==> config.mk <==
export PLATFORM = sky130hd
export DESIGN_NAME = efr_readout
export DESIGN_NICKNAME = d
export VERILOG_FILES = /design/src/inc/efr_pkg.sv /design/src/logic/efr_readout.sv /design/src/logic/efr_fifo.sv
export SDC_FILE = /design/constraint.sdc
export NUM_CORES = 1
export LEC_CHECK = 0
export BUFFER_PORTS_ARGS = -buffer_cell sky130_fd_sc_hd__buf_2
export CELL_PAD_IN_SITES_DETAIL_PLACEMENT = 0
export CELL_PAD_IN_SITES_GLOBAL_PLACEMENT = 2
export CORE_MARGIN = 2
export CORE_UTILIZATION = 40
export DETAILED_ROUTE_END_ITERATION = 8
export GPL_TIMING_DRIVEN = 0
export PLACE_DENSITY_LB_ADDON = 0.2
export SLEW_MARGIN = 10
export SYNTH_ARGS = -nofsm -noshare
export SYNTH_HDL_FRONTEND = slang
export SYNTH_SLANG_ARGS = --single-unit
export TNS_END_PERCENT = 20
==> constraint.sdc <==
create_clock -name clock -period 4.6 [get_ports clock]
set_input_delay 0.69 -clock clock [delete_from_list [all_inputs] [get_ports clock]]
set_output_delay 0.69 -clock clock [all_outputs]
set_load 0.02 [all_outputs]
==> src/inc/efr_pkg.sv <==
// Constants, layouts and carrier types for the sample buffer readout.
// Assumes one 200 MHz clock domain; serial pins are synchronised inside the readout.
package efr_pkg;

   // Buffer geometry
   localparam int DEPTH = 32;
   localparam int WORD_W = 24;
   localparam int PTR_W = 5;
   localparam int CNT_W = 6;
   localparam int VOLT_W = 18;
   localparam int TAG_W = 3;
   localparam int BEAT_W = 14;
   localparam int BEAT_PAD_W = WORD_W - BEAT_W;
   localparam logic [CNT_W-1:0] CNT_FULL = 6'h20;
   localparam logic [CNT_W-1:0] CNT_ONE = 6'h01;
   localparam logic [CNT_W-1:0] CNT_ZERO = 6'h00;

   // Register addresses (7-bit)
   localparam logic [6:0] ADDR_BURST = 7'h20;
   localparam logic [6:0] ADDR_SINGLE = 7'h21;
   localparam logic [6:0] ADDR_BEAT = 7'h25;

   // Serial clock rising edge counts
   localparam logic [5:0] EDGE_CMD = 6'h08;
   localparam logic [5:0] EDGE_POP = 6'h20;
   localparam logic [5:0] BURST_WORD_EDGES = 6'h18;
   localparam logic [5:0] EDGE_RELOAD = EDGE_POP - BURST_WORD_EDGES;

   // Sample status tag codes
   localparam logic [TAG_W-1:0] TAG_VALID = 3'h0;
   localparam logic [TAG_W-1:0] TAG_FAST = 3'h1;
   localparam logic [TAG_W-1:0] TAG_EOF = 3'h2;
   localparam logic [TAG_W-1:0] TAG_EMPTY = 3'h6;
   localparam logic [TAG_W-1:0] TAG_OVF = 3'h7;

   // Stored and delivered word: voltage [23:6], status tag [5:3], secondary tag [2:0]
   typedef struct packed {
      logic [VOLT_W-1:0] volt;
      logic [TAG_W-1:0] sample_status_tag;
      logic [TAG_W-1:0] secondary_tag;
   } efr_entry_t;

   // Sample from the internal conversion path
   typedef struct packed {
      logic [VOLT_W-1:0] volt;
      logic fast;
      logic [TAG_W-1:0] secondary_tag;
   } efr_sample_t;

   // Serial input pins
   typedef struct packed {
      logic sclk;
      logic csb_n;
      logic sdi;
   } efr_spi_in_t;

endpackage

==> src/logic/efr_readout.sv <==
// Sample buffer readout: serial slave, tag formation, level interrupt.
// Assumes serial pins from outside the clock domain; sample path on clock.
// How it works
// - 32 entries of 24 bits, own pointers
// - Single read pops at 32nd rising edge
// - Burst pops at edge 32 plus n*24
// - Popped entries are never returned again, save in 111 words read after an overflowed buffer empties
// - Write pointer moved only by samples and clears
// - Irq when unread count reaches threshold 1..32
// - Write into full buffer means overflow
// - Overflow shows in flag and tag
// - Burst 0x20, single 0x21, voltage/tag/tag fields
// - Voltage is 18-bit left-justified two's complement
// - Beat word 0x25: 14 upper bits, zeros
// - Status tag sits in bits 5:3
// - Ordinary valid sample tagged 000
// - Fast recovery sample tagged 001
// - Last valid sample tagged 010
// - Last fast sample tagged 011
// - Empty read tagged 110; 10x unused
// - Overflowed buffer words tagged 111
`timescale 1ns/100ps
`default_nettype none

module efr_readout (
   // Clock and reset
   input wire logic clock,
   input wire logic nrst,
   // Serial pins
   input wire logic sclk,
   input wire logic csb_n,
   input wire logic sdi,
   output logic sdo,
   output logic sdo_oe_n,
   // Internal sample path
   input wire logic sample_valid,
   input wire efr_pkg::efr_sample_t sample,
   input wire logic [efr_pkg::BEAT_W-1:0] beat_interval,
   // Commands, single-cycle pulses
   input wire logic fifo_clear_cmd,
   input wire logic resync_cmd,
   // Configuration and status
   input wire logic [efr_pkg::CNT_W-1:0] buffer_irq_threshold,
   output logic buffer_level_irq,
   output logic buffer_overflow_flag,
   output logic [efr_pkg::CNT_W-1:0] unread_count
);
   import efr_pkg::*;

   typedef enum logic [1:0] {
      EFR_IDLE = 2'b00,
      EFR_CMD = 2'b01,
      EFR_DATA = 2'b10,
      EFR_SKIP = 2'b11
   } efr_state_t;

   // Build the delivered word from an entry and the entries still unread
   function automatic efr_entry_t make_word(input efr_entry_t e,
                                            input logic [CNT_W-1:0] avail,
                                            input logic ovf);
      efr_entry_t w;
      w = e;
      if (ovf) begin
         w.sample_status_tag = TAG_OVF;
      end else if (avail == CNT_ZERO) begin
         w = '0;
         w.sample_status_tag = TAG_EMPTY;
      end else if (avail == CNT_ONE) begin
         w.sample_status_tag = e.sample_status_tag | TAG_EOF;
      end
      return w;
   endfunction

   // Read command aimed at one register
   function automatic logic is_read_of(input logic [7:0] c, input logic [6:0] a);
      return c[0] && (c[7:1] == a);
   endfunction

   // Synchronisers; stage one feeds stage two only
   efr_spi_in_t pin_s1;
   efr_spi_in_t pin_s2;
   logic sclk_s3;
   logic sclk_rise;
   logic selected;

   always_ff @(posedge clock or negedge nrst) begin
      if (!nrst) begin
         pin_s1 <= '{sclk: 1'b0, csb_n: 1'b1, sdi: 1'b0};
         pin_s2 <= '{sclk: 1'b0, csb_n: 1'b1, sdi: 1'b0};
         sclk_s3 <= 1'b0;
      end else begin
         pin_s1 <= '{sclk: sclk, csb_n: csb_n, sdi: sdi};
         pin_s2 <= pin_s1;
         sclk_s3 <= pin_s2.sclk;
      end
   end

   assign sclk_rise = pin_s2.sclk && !sclk_s3;
   assign selected = !pin_s2.csb_n;

   // Sample store
   efr_entry_t head;
   efr_entry_t second;
   efr_entry_t push_entry;
   logic [CNT_W-1:0] count;
   logic overflow;
   logic pop;
   logic clear;

   assign clear = fifo_clear_cmd || resync_cmd;
   always_comb begin
      push_entry.volt = sample.volt;
      push_entry.sample_status_tag = sample.fast ? TAG_FAST : TAG_VALID;
      push_entry.secondary_tag = sample.secondary_tag;
   end

   efr_fifo u_fifo (
      .clock(clock),
      .nrst(nrst),
      .push(sample_valid),
      .push_entry(push_entry),
      .pop(pop),
      .clear(clear),
      .head(head),
      .second(second),
      .count(count),
      .overflow(overflow)
   );

   // Serial transaction state
   efr_state_t state;
   efr_state_t next_state;
   logic [5:0] edge_cnt;
   logic [5:0] next_edge_cnt;
   logic [7:0] cmd;
   logic [7:0] next_cmd;
   logic burst;
   logic next_burst;
   logic from_fifo;
   logic next_from_fifo;
   logic held;
   logic next_held;
   logic [5:0] edge_inc;
   logic [CNT_W-1:0] avail_after;
   // Word loads and shifts requested by the frame logic
   logic load_fifo;
   logic load_beat;
   logic load_next;
   logic shift_bit;
   efr_entry_t next_src;
   logic [CNT_W-1:0] next_avail;
   // Outgoing word
   logic [WORD_W-1:0] shreg;
   logic [WORD_W-1:0] next_shreg;

   assign edge_inc = 6'(edge_cnt + 1'b1);
   assign avail_after = (count == CNT_ZERO) ? CNT_ZERO : CNT_W'(count - 1'b1);
   // A word that went out empty left the head unread: the next word starts there
   assign next_src = held ? second : head;
   assign next_avail = held ? avail_after : count;

   always_comb begin
      next_state = state;
      next_edge_cnt = edge_cnt;
      next_cmd = cmd;
      next_burst = burst;
      next_from_fifo = from_fifo;
      next_held = held;
      pop = 1'b0;
      load_fifo = 1'b0;
      load_beat = 1'b0;
      load_next = 1'b0;
      shift_bit = 1'b0;
      if (!selected) begin
         next_state = EFR_IDLE;
         next_edge_cnt = '0;
         next_held = 1'b0;
      end else begin
         unique case (state)
            EFR_IDLE: begin
               next_state = EFR_CMD;
               next_edge_cnt = '0;
            end
            EFR_CMD: begin
               if (sclk_rise) begin
                  next_cmd = {cmd[6:0], pin_s2.sdi};
                  next_edge_cnt = edge_inc;
                  if (edge_inc == EDGE_CMD) begin
                     next_burst = is_read_of(next_cmd, ADDR_BURST);
                     next_from_fifo = next_burst || is_read_of(next_cmd, ADDR_SINGLE);
                     if (next_from_fifo) begin
                        next_state = EFR_DATA;
                        next_held = (count != CNT_ZERO);
                        load_fifo = 1'b1;
                     end else if (is_read_of(next_cmd, ADDR_BEAT)) begin
                        next_state = EFR_DATA;
                        load_beat = 1'b1;
                     end else begin
                        next_state = EFR_SKIP;
                     end
                  end
               end
            end
            EFR_DATA: begin
               if (sclk_rise) begin
                  next_edge_cnt = edge_inc;
                  shift_bit = 1'b1;
                  if (edge_inc == EDGE_POP) begin
                     // Only an entry that was shipped is marked as read
                     pop = from_fifo && held;
                     if (from_fifo && burst) begin
                        next_edge_cnt = EDGE_RELOAD;
                        next_held = (next_avail != CNT_ZERO);
                        load_next = 1'b1;
                     end else begin
                        next_state = EFR_SKIP;
                     end
                  end
               end
            end
            EFR_SKIP: begin
               next_held = 1'b0;
            end
         endcase
      end
      // A clear empties the store under a word in flight
      if (clear) begin
         next_held = 1'b0;
      end
   end

   always_ff @(posedge clock or negedge nrst) begin
      if (!nrst) begin
         state <= EFR_IDLE;
         edge_cnt <= '0;
         cmd <= 8'h00;
         burst <= 1'b0;
         from_fifo <= 1'b0;
         held <= 1'b0;
      end else begin
         state <= next_state;
         edge_cnt <= next_edge_cnt;
         cmd <= next_cmd;
         burst <= next_burst;
         from_fifo <= next_from_fifo;
         held <= next_held;
      end
   end

   // Outgoing word; the tag is fixed when the word is loaded
   always_comb begin
      next_shreg = shreg;
      if (!selected || state == EFR_SKIP) begin
         next_shreg = '0;
      end else if (load_fifo) begin
         next_shreg = make_word(head, count, overflow);
      end else if (load_beat) begin
         next_shreg = {beat_interval, {BEAT_PAD_W{1'b0}}};
      end else if (load_next) begin
         next_shreg = make_word(next_src, next_avail, overflow);
      end else if (shift_bit) begin
         next_shreg = {shreg[WORD_W-2:0], 1'b0};
      end
   end

   always_ff @(posedge clock or negedge nrst) begin
      if (!nrst) begin
         shreg <= '0;
      end else begin
         shreg <= next_shreg;
      end
   end

   // Outputs
   logic [CNT_W-1:0] thr_eff;
   logic next_irq;
   logic next_sdo;
   logic next_sdo_oe_n;

   always_comb begin
      // A zero threshold behaves as one
      thr_eff = (buffer_irq_threshold == CNT_ZERO) ? CNT_ONE : buffer_irq_threshold;
      next_irq = (count >= thr_eff);
      next_sdo = next_shreg[WORD_W-1];
      next_sdo_oe_n = !selected;
   end

   always_ff @(posedge clock or negedge nrst) begin
      if (!nrst) begin
         buffer_level_irq <= 1'b0;
         buffer_overflow_flag <= 1'b0;
         unread_count <= CNT_ZERO;
         sdo <= 1'b0;
         sdo_oe_n <= 1'b1;
      end else begin
         buffer_level_irq <= next_irq;
         buffer_overflow_flag <= overflow;
         unread_count <= count;
         sdo <= next_sdo;
         sdo_oe_n <= next_sdo_oe_n;
      end
   end

endmodule
`default_nettype wire

==> src/logic/efr_fifo.sv <==
// Circular 32 x 24 sample store with read and write pointers.
// Assumes push, pop and clear are single-cycle pulses on the same clock.
`timescale 1ns/100ps
`default_nettype none

module efr_fifo (
   // Clock and reset
   input wire logic clock,
   input wire logic nrst,
   // Write side, internal sample path
   input wire logic push,
   input wire efr_pkg::efr_entry_t push_entry,
   // Read side
   input wire logic pop,
   input wire logic clear,
   output efr_pkg::efr_entry_t head,
   output efr_pkg::efr_entry_t second,
   output logic [efr_pkg::CNT_W-1:0] count,
   output logic overflow
);
   import efr_pkg::*;

   efr_entry_t mem [DEPTH];
   logic [PTR_W-1:0] rd_ptr;
   logic [PTR_W-1:0] wr_ptr;
   logic [PTR_W-1:0] next_rd_ptr;
   logic [PTR_W-1:0] next_wr_ptr;
   logic [CNT_W-1:0] next_count;
   logic next_overflow;
   logic do_push;
   logic do_pop;
   logic full;

   assign full = (count == CNT_FULL);
   assign head = mem[rd_ptr];
   assign second = mem[PTR_W'(rd_ptr + 1'b1)];

   always_comb begin
      do_pop = pop && (count != CNT_ZERO) && !clear;
      do_push = push && (!full || do_pop) && !clear;
      next_rd_ptr = rd_ptr;
      next_wr_ptr = wr_ptr;
      next_count = count;
      // Overflow set wins over a clear in the same cycle
      next_overflow = (push && full && !do_pop) || (overflow && !clear);
      if (clear) begin
         next_rd_ptr = '0;
         next_wr_ptr = '0;
         next_count = CNT_ZERO;
      end else begin
         if (do_pop) begin
            next_rd_ptr = PTR_W'(rd_ptr + 1'b1);
         end
         if (do_push) begin
            next_wr_ptr = PTR_W'(wr_ptr + 1'b1);
         end
         next_count = CNT_W'(count + {5'h00, do_push} - {5'h00, do_pop});
      end
   end

   always_ff @(posedge clock or negedge nrst) begin
      if (!nrst) begin
         rd_ptr <= '0;
         wr_ptr <= '0;
         count <= CNT_ZERO;
         overflow <= 1'b0;
      end else begin
         rd_ptr <= next_rd_ptr;
         wr_ptr <= next_wr_ptr;
         count <= next_count;
         overflow <= next_overflow;
      end
   end

   // Storage is written in place; contents need no reset
   always_ff @(posedge clock) begin
      if (do_push) begin
         mem[wr_ptr] <= push_entry;
      end
   end

endmodule
`default_nettype wire

==> impl_metrics.py <==
metrics = {
    "run_status": {
        "status": "complete, no violations",
    },
    "place": {
        "dp_hpwl_um": 99300,
        "gp_congestion": 0.888,
        "pre_cts_slack_ns": 0.149,
        "numPlacedInstances": 3592,
        "port_buffers": 59,
    },
    "floorplan": {
        "die_width_um": 312,
        "die_y_um": 312,
        "core-area_sq_um": 93600,
        "initial_utilization": 0.404,
        "rows": 112,
        "die_area_sq_um": 97100,
        "io_pins": 60,
    },
    "setup_path": {
        "slowest_stage": "clkbuf_1",
        "cp.required_ns": 5.13,
        "critPathMaxFanout": 10,
        "cp_common_cell": "buf_2",
        "startpoint_type": "register",
        "crit_chain": "ha_1, buf_2, buf_2, clkbuf_1, mux4_2, mux2i_1, o22ai_1, or4_1, o211ai_1, nand3_1",
        "worstPathArrival_ns": 5.07,
        "setup.worst_path.class": "register to register",
        "endpoint_kind": "register",
        "cpPeakStageDelay_ns": 0.86,
    },
    "clock_network": {
        "clkSinkCount": 779,
        "root_buffer": "clkbuf_16",
        "cts_buffers": 86,
        "h-tree-depth": 3,
        "worstSkewPairLatency_ns": 0.67,
        "cts_setup_buffers": 0,
        "clk_pin_slew_worst_paths_ns": 0.06,
        "clk_path_buf_depth": 3,
        "tritoncts": "done",
    },
    "synth": {
        "synth_commonest_cells": "edfxtp_1, mux4_2, nand2_1",
        "yosysWarnings": 0,
        "synth_top_area_cell": "edfxtp_1",
        "async_flop_share": 0.0963,
        "synth-seq-area-share": 0.608,
        "netlist.area_leader.share": 0.558,
        "synth_edf_count": 704,
        "syn_inst": 2244,
        "synth_nets": 2327,
        "synthFlopType": "edfxtp_1",
        "syn_area_sq_um": 37900,
        "synthTopCellsByArea": "edfxtp_1, mux4_2, dfrtp_1",
        "synth_seq_cells": 779,
        "syn_area_per_cell_sq_um": 16.9,
        "yosysUniqueCellTypes": 97,
        "yosysMostFrequentCell": "edfxtp_1",
    },
    "routing": {
        "ant_nets": 0,
        "via_per_inst": 6.53,
        "drt-total-wl_um": 140000,
        "first_iter_violations": 3609,
        "avgRoutedWirePerCell_um": 37.2,
        "dr.pass1.iters": 8,
        "vias": 24500,
        "drc": 0,
    },
    "final_layout": {
        "drive_gt1_frac": 0.303,
        "multi_input_area_sq_um": 13900,
        "ff_latch_area_sq_um": 23000,
        "final_util": 0.465,
        "area_growth_pct": 15.0,
        "nets": 2510,
        "fillers": 8055,
        "fin_cells": 3750,
    },
    "global_routing": {
        "grt_pass1_wl_um": 193000,
        "overflow": 0,
        "grt_pass1_vias": 24100,
        "antenna_found_initial": 7,
        "track_usage": 0.286,
        "grt_max_degree": 41,
    },
    "sta": {
        "final_max_slew_viol_count": 0,
        "setup_violations": 0,
        "rsz0062_at_grt": "false",
        "max_freq_mhz": 220,
        "hold_violations": 0,
        "fin_crit_ns": 4.55,
        "worst-slew-pin-transition_ns": 1.45,
        "relSlewSlack": 0.0357,
        "fin_crit_sh": 0.988,
        "setup_slack_ns": 0.0531,
        "fin_worst_skew_ns": 0.0207,
    },
    "power": {
        "leakagePower_nw": 13.6,
        "p_per_area_nw_per_um2": 350,
        "peakVddDrop_mv": 0.292,
    },
    "worst_hold_path": {
        "holdCritPathClass": "input pin to register",
    },
    "run": {
        "maxCapViolations": 0,
    },
}
==> final timing paths <==
path,start,endpoint,slack (ns),depth (start not counted)
min in group asynchronous,nrst,buffer_level_irq$_DFF_PN0_,0.54,2
min reg2reg,pin_s1[0]$_DFF_PN0_,pin_s2[0]$_DFF_PN0_,0.36,0
max,u_fifo.rd_ptr[0]$_DFFE_PN0P_,shreg[8]$_DFFE_PN0P_,0.05,10
max in group asynchronous,nrst,sdo_oe_n$_DFF_PN1_,3.36,3
min,csb_n,pin_s1[1]$_DFF_PN1_,0.13,1
max reg2reg,u_fifo.rd_ptr[0]$_DFFE_PN0P_,shreg[8]$_DFFE_PN0P_,0.05,10
==> stage by stage <==
step / instance area, sq um / power [mW] / hold slack [ns] / TNS, ns
6_report: 43500 / 15.2 / 0.131 / 0
5_1_grt: 43500 / 15.6 / 0.124 / 0
3_5_place_dp: 40700 / 8.40 / 0.350 / 0
4_1_cts: 43500 / 15.3 / 0.106 / 0
3_3_place_gp: 39700 / 8.38 / 0.342 / -918.25
2_1_floorplan: 37900 / 8.15 / 0.331 / 0
==> cell families (layout without fill, tap and decap cells) <==
group	Yosys count	after routing	share of synthesized area
mux	463	463	0.229
simple gates	421	421	0.0528
fa+ha+maj	33	33	0.0111
buf+inv	187	438	0.0309
compound gates	343	343	0.0630
other cells	0	1	0
xor+xnor	18	18	0.00486
flops	779	779	0.608
==> area by class of cell <==
cell class,count,share of cell area
plain buffers,156,0.0242
well taps,1254,0.0360
flip-flops and latches,779,0.529
clock buffers,110,0.0527
repair buffers,95,0.0240
multi-input cells,1278,0.319
diodes,1,0.0000575
inverters,31,0.00267
clock inverters,46,0.0120
==> critical path, delay by kind of cell (launching register included) <==
kind,cells,cell delay [ns]
flops,1,0.53
buf+inv,3,1.68
fa+ha+maj,1,0.35
simple gates,2,0.58
compound gates,2,0.33
mux,2,0.95
==> report_power, final <==
group	internal, mW	switching, mW	leakage, nW	total, mW
clock	4.04	2.94	1.37	6.99
sequential	7.76	0.0311	7.35	7.79
combinational	0.128	0.341	4.86	0.469
==> cells in the final DEF, fill, tap and decap left out, drive strengths merged, types with 31 or more instances in the layout <==
cell / instances
a21oi: 94
a221oi: 35
buf: 219
clkbuf: 141
clkinv: 31
dfrtp: 72
edfxtp: 704
ha: 32
inv: 34
mux2i: 120
mux4: 320
nand2: 198
nor2: 85
o21ai: 48
==> layer usage <==
layer | global-route usage | vias to the layer above | share of wire
li1 | - | 9625 | -
met1 | 0.396 | 13000 | 0.40
met2 | 0.447 | 1597 | 0.46
met3 | 0.0660 | 280 | 0.11
met4 | 0.0971 | 4 | 0.036
met5 | 0 | - | 0.00022
==> registers in the layout (all words and copies together), names as in the netlist, 2 cells and up <==
name           cells
pin_s2             2
edge_cnt           6
u_fifo.rd_ptr      5
u_fifo.mem       704
u_fifo.wr_ptr      5
shreg             23
state              2
pin_s1             3
cmd                7
u_fifo.count       6
unread_count       6
==> repair_timing <==
| item | 4_1_cts | 5_1_grt |
|---|---|---|
| hold buffers | 1 | 0 |
| hold endpoints to repair | 14 | 0 |
| setup endpoints to repair | 0 | 3 |
| gates resized for setup | 0 | 2 |
Note: power is estimated with default switching activity, not from simulation.
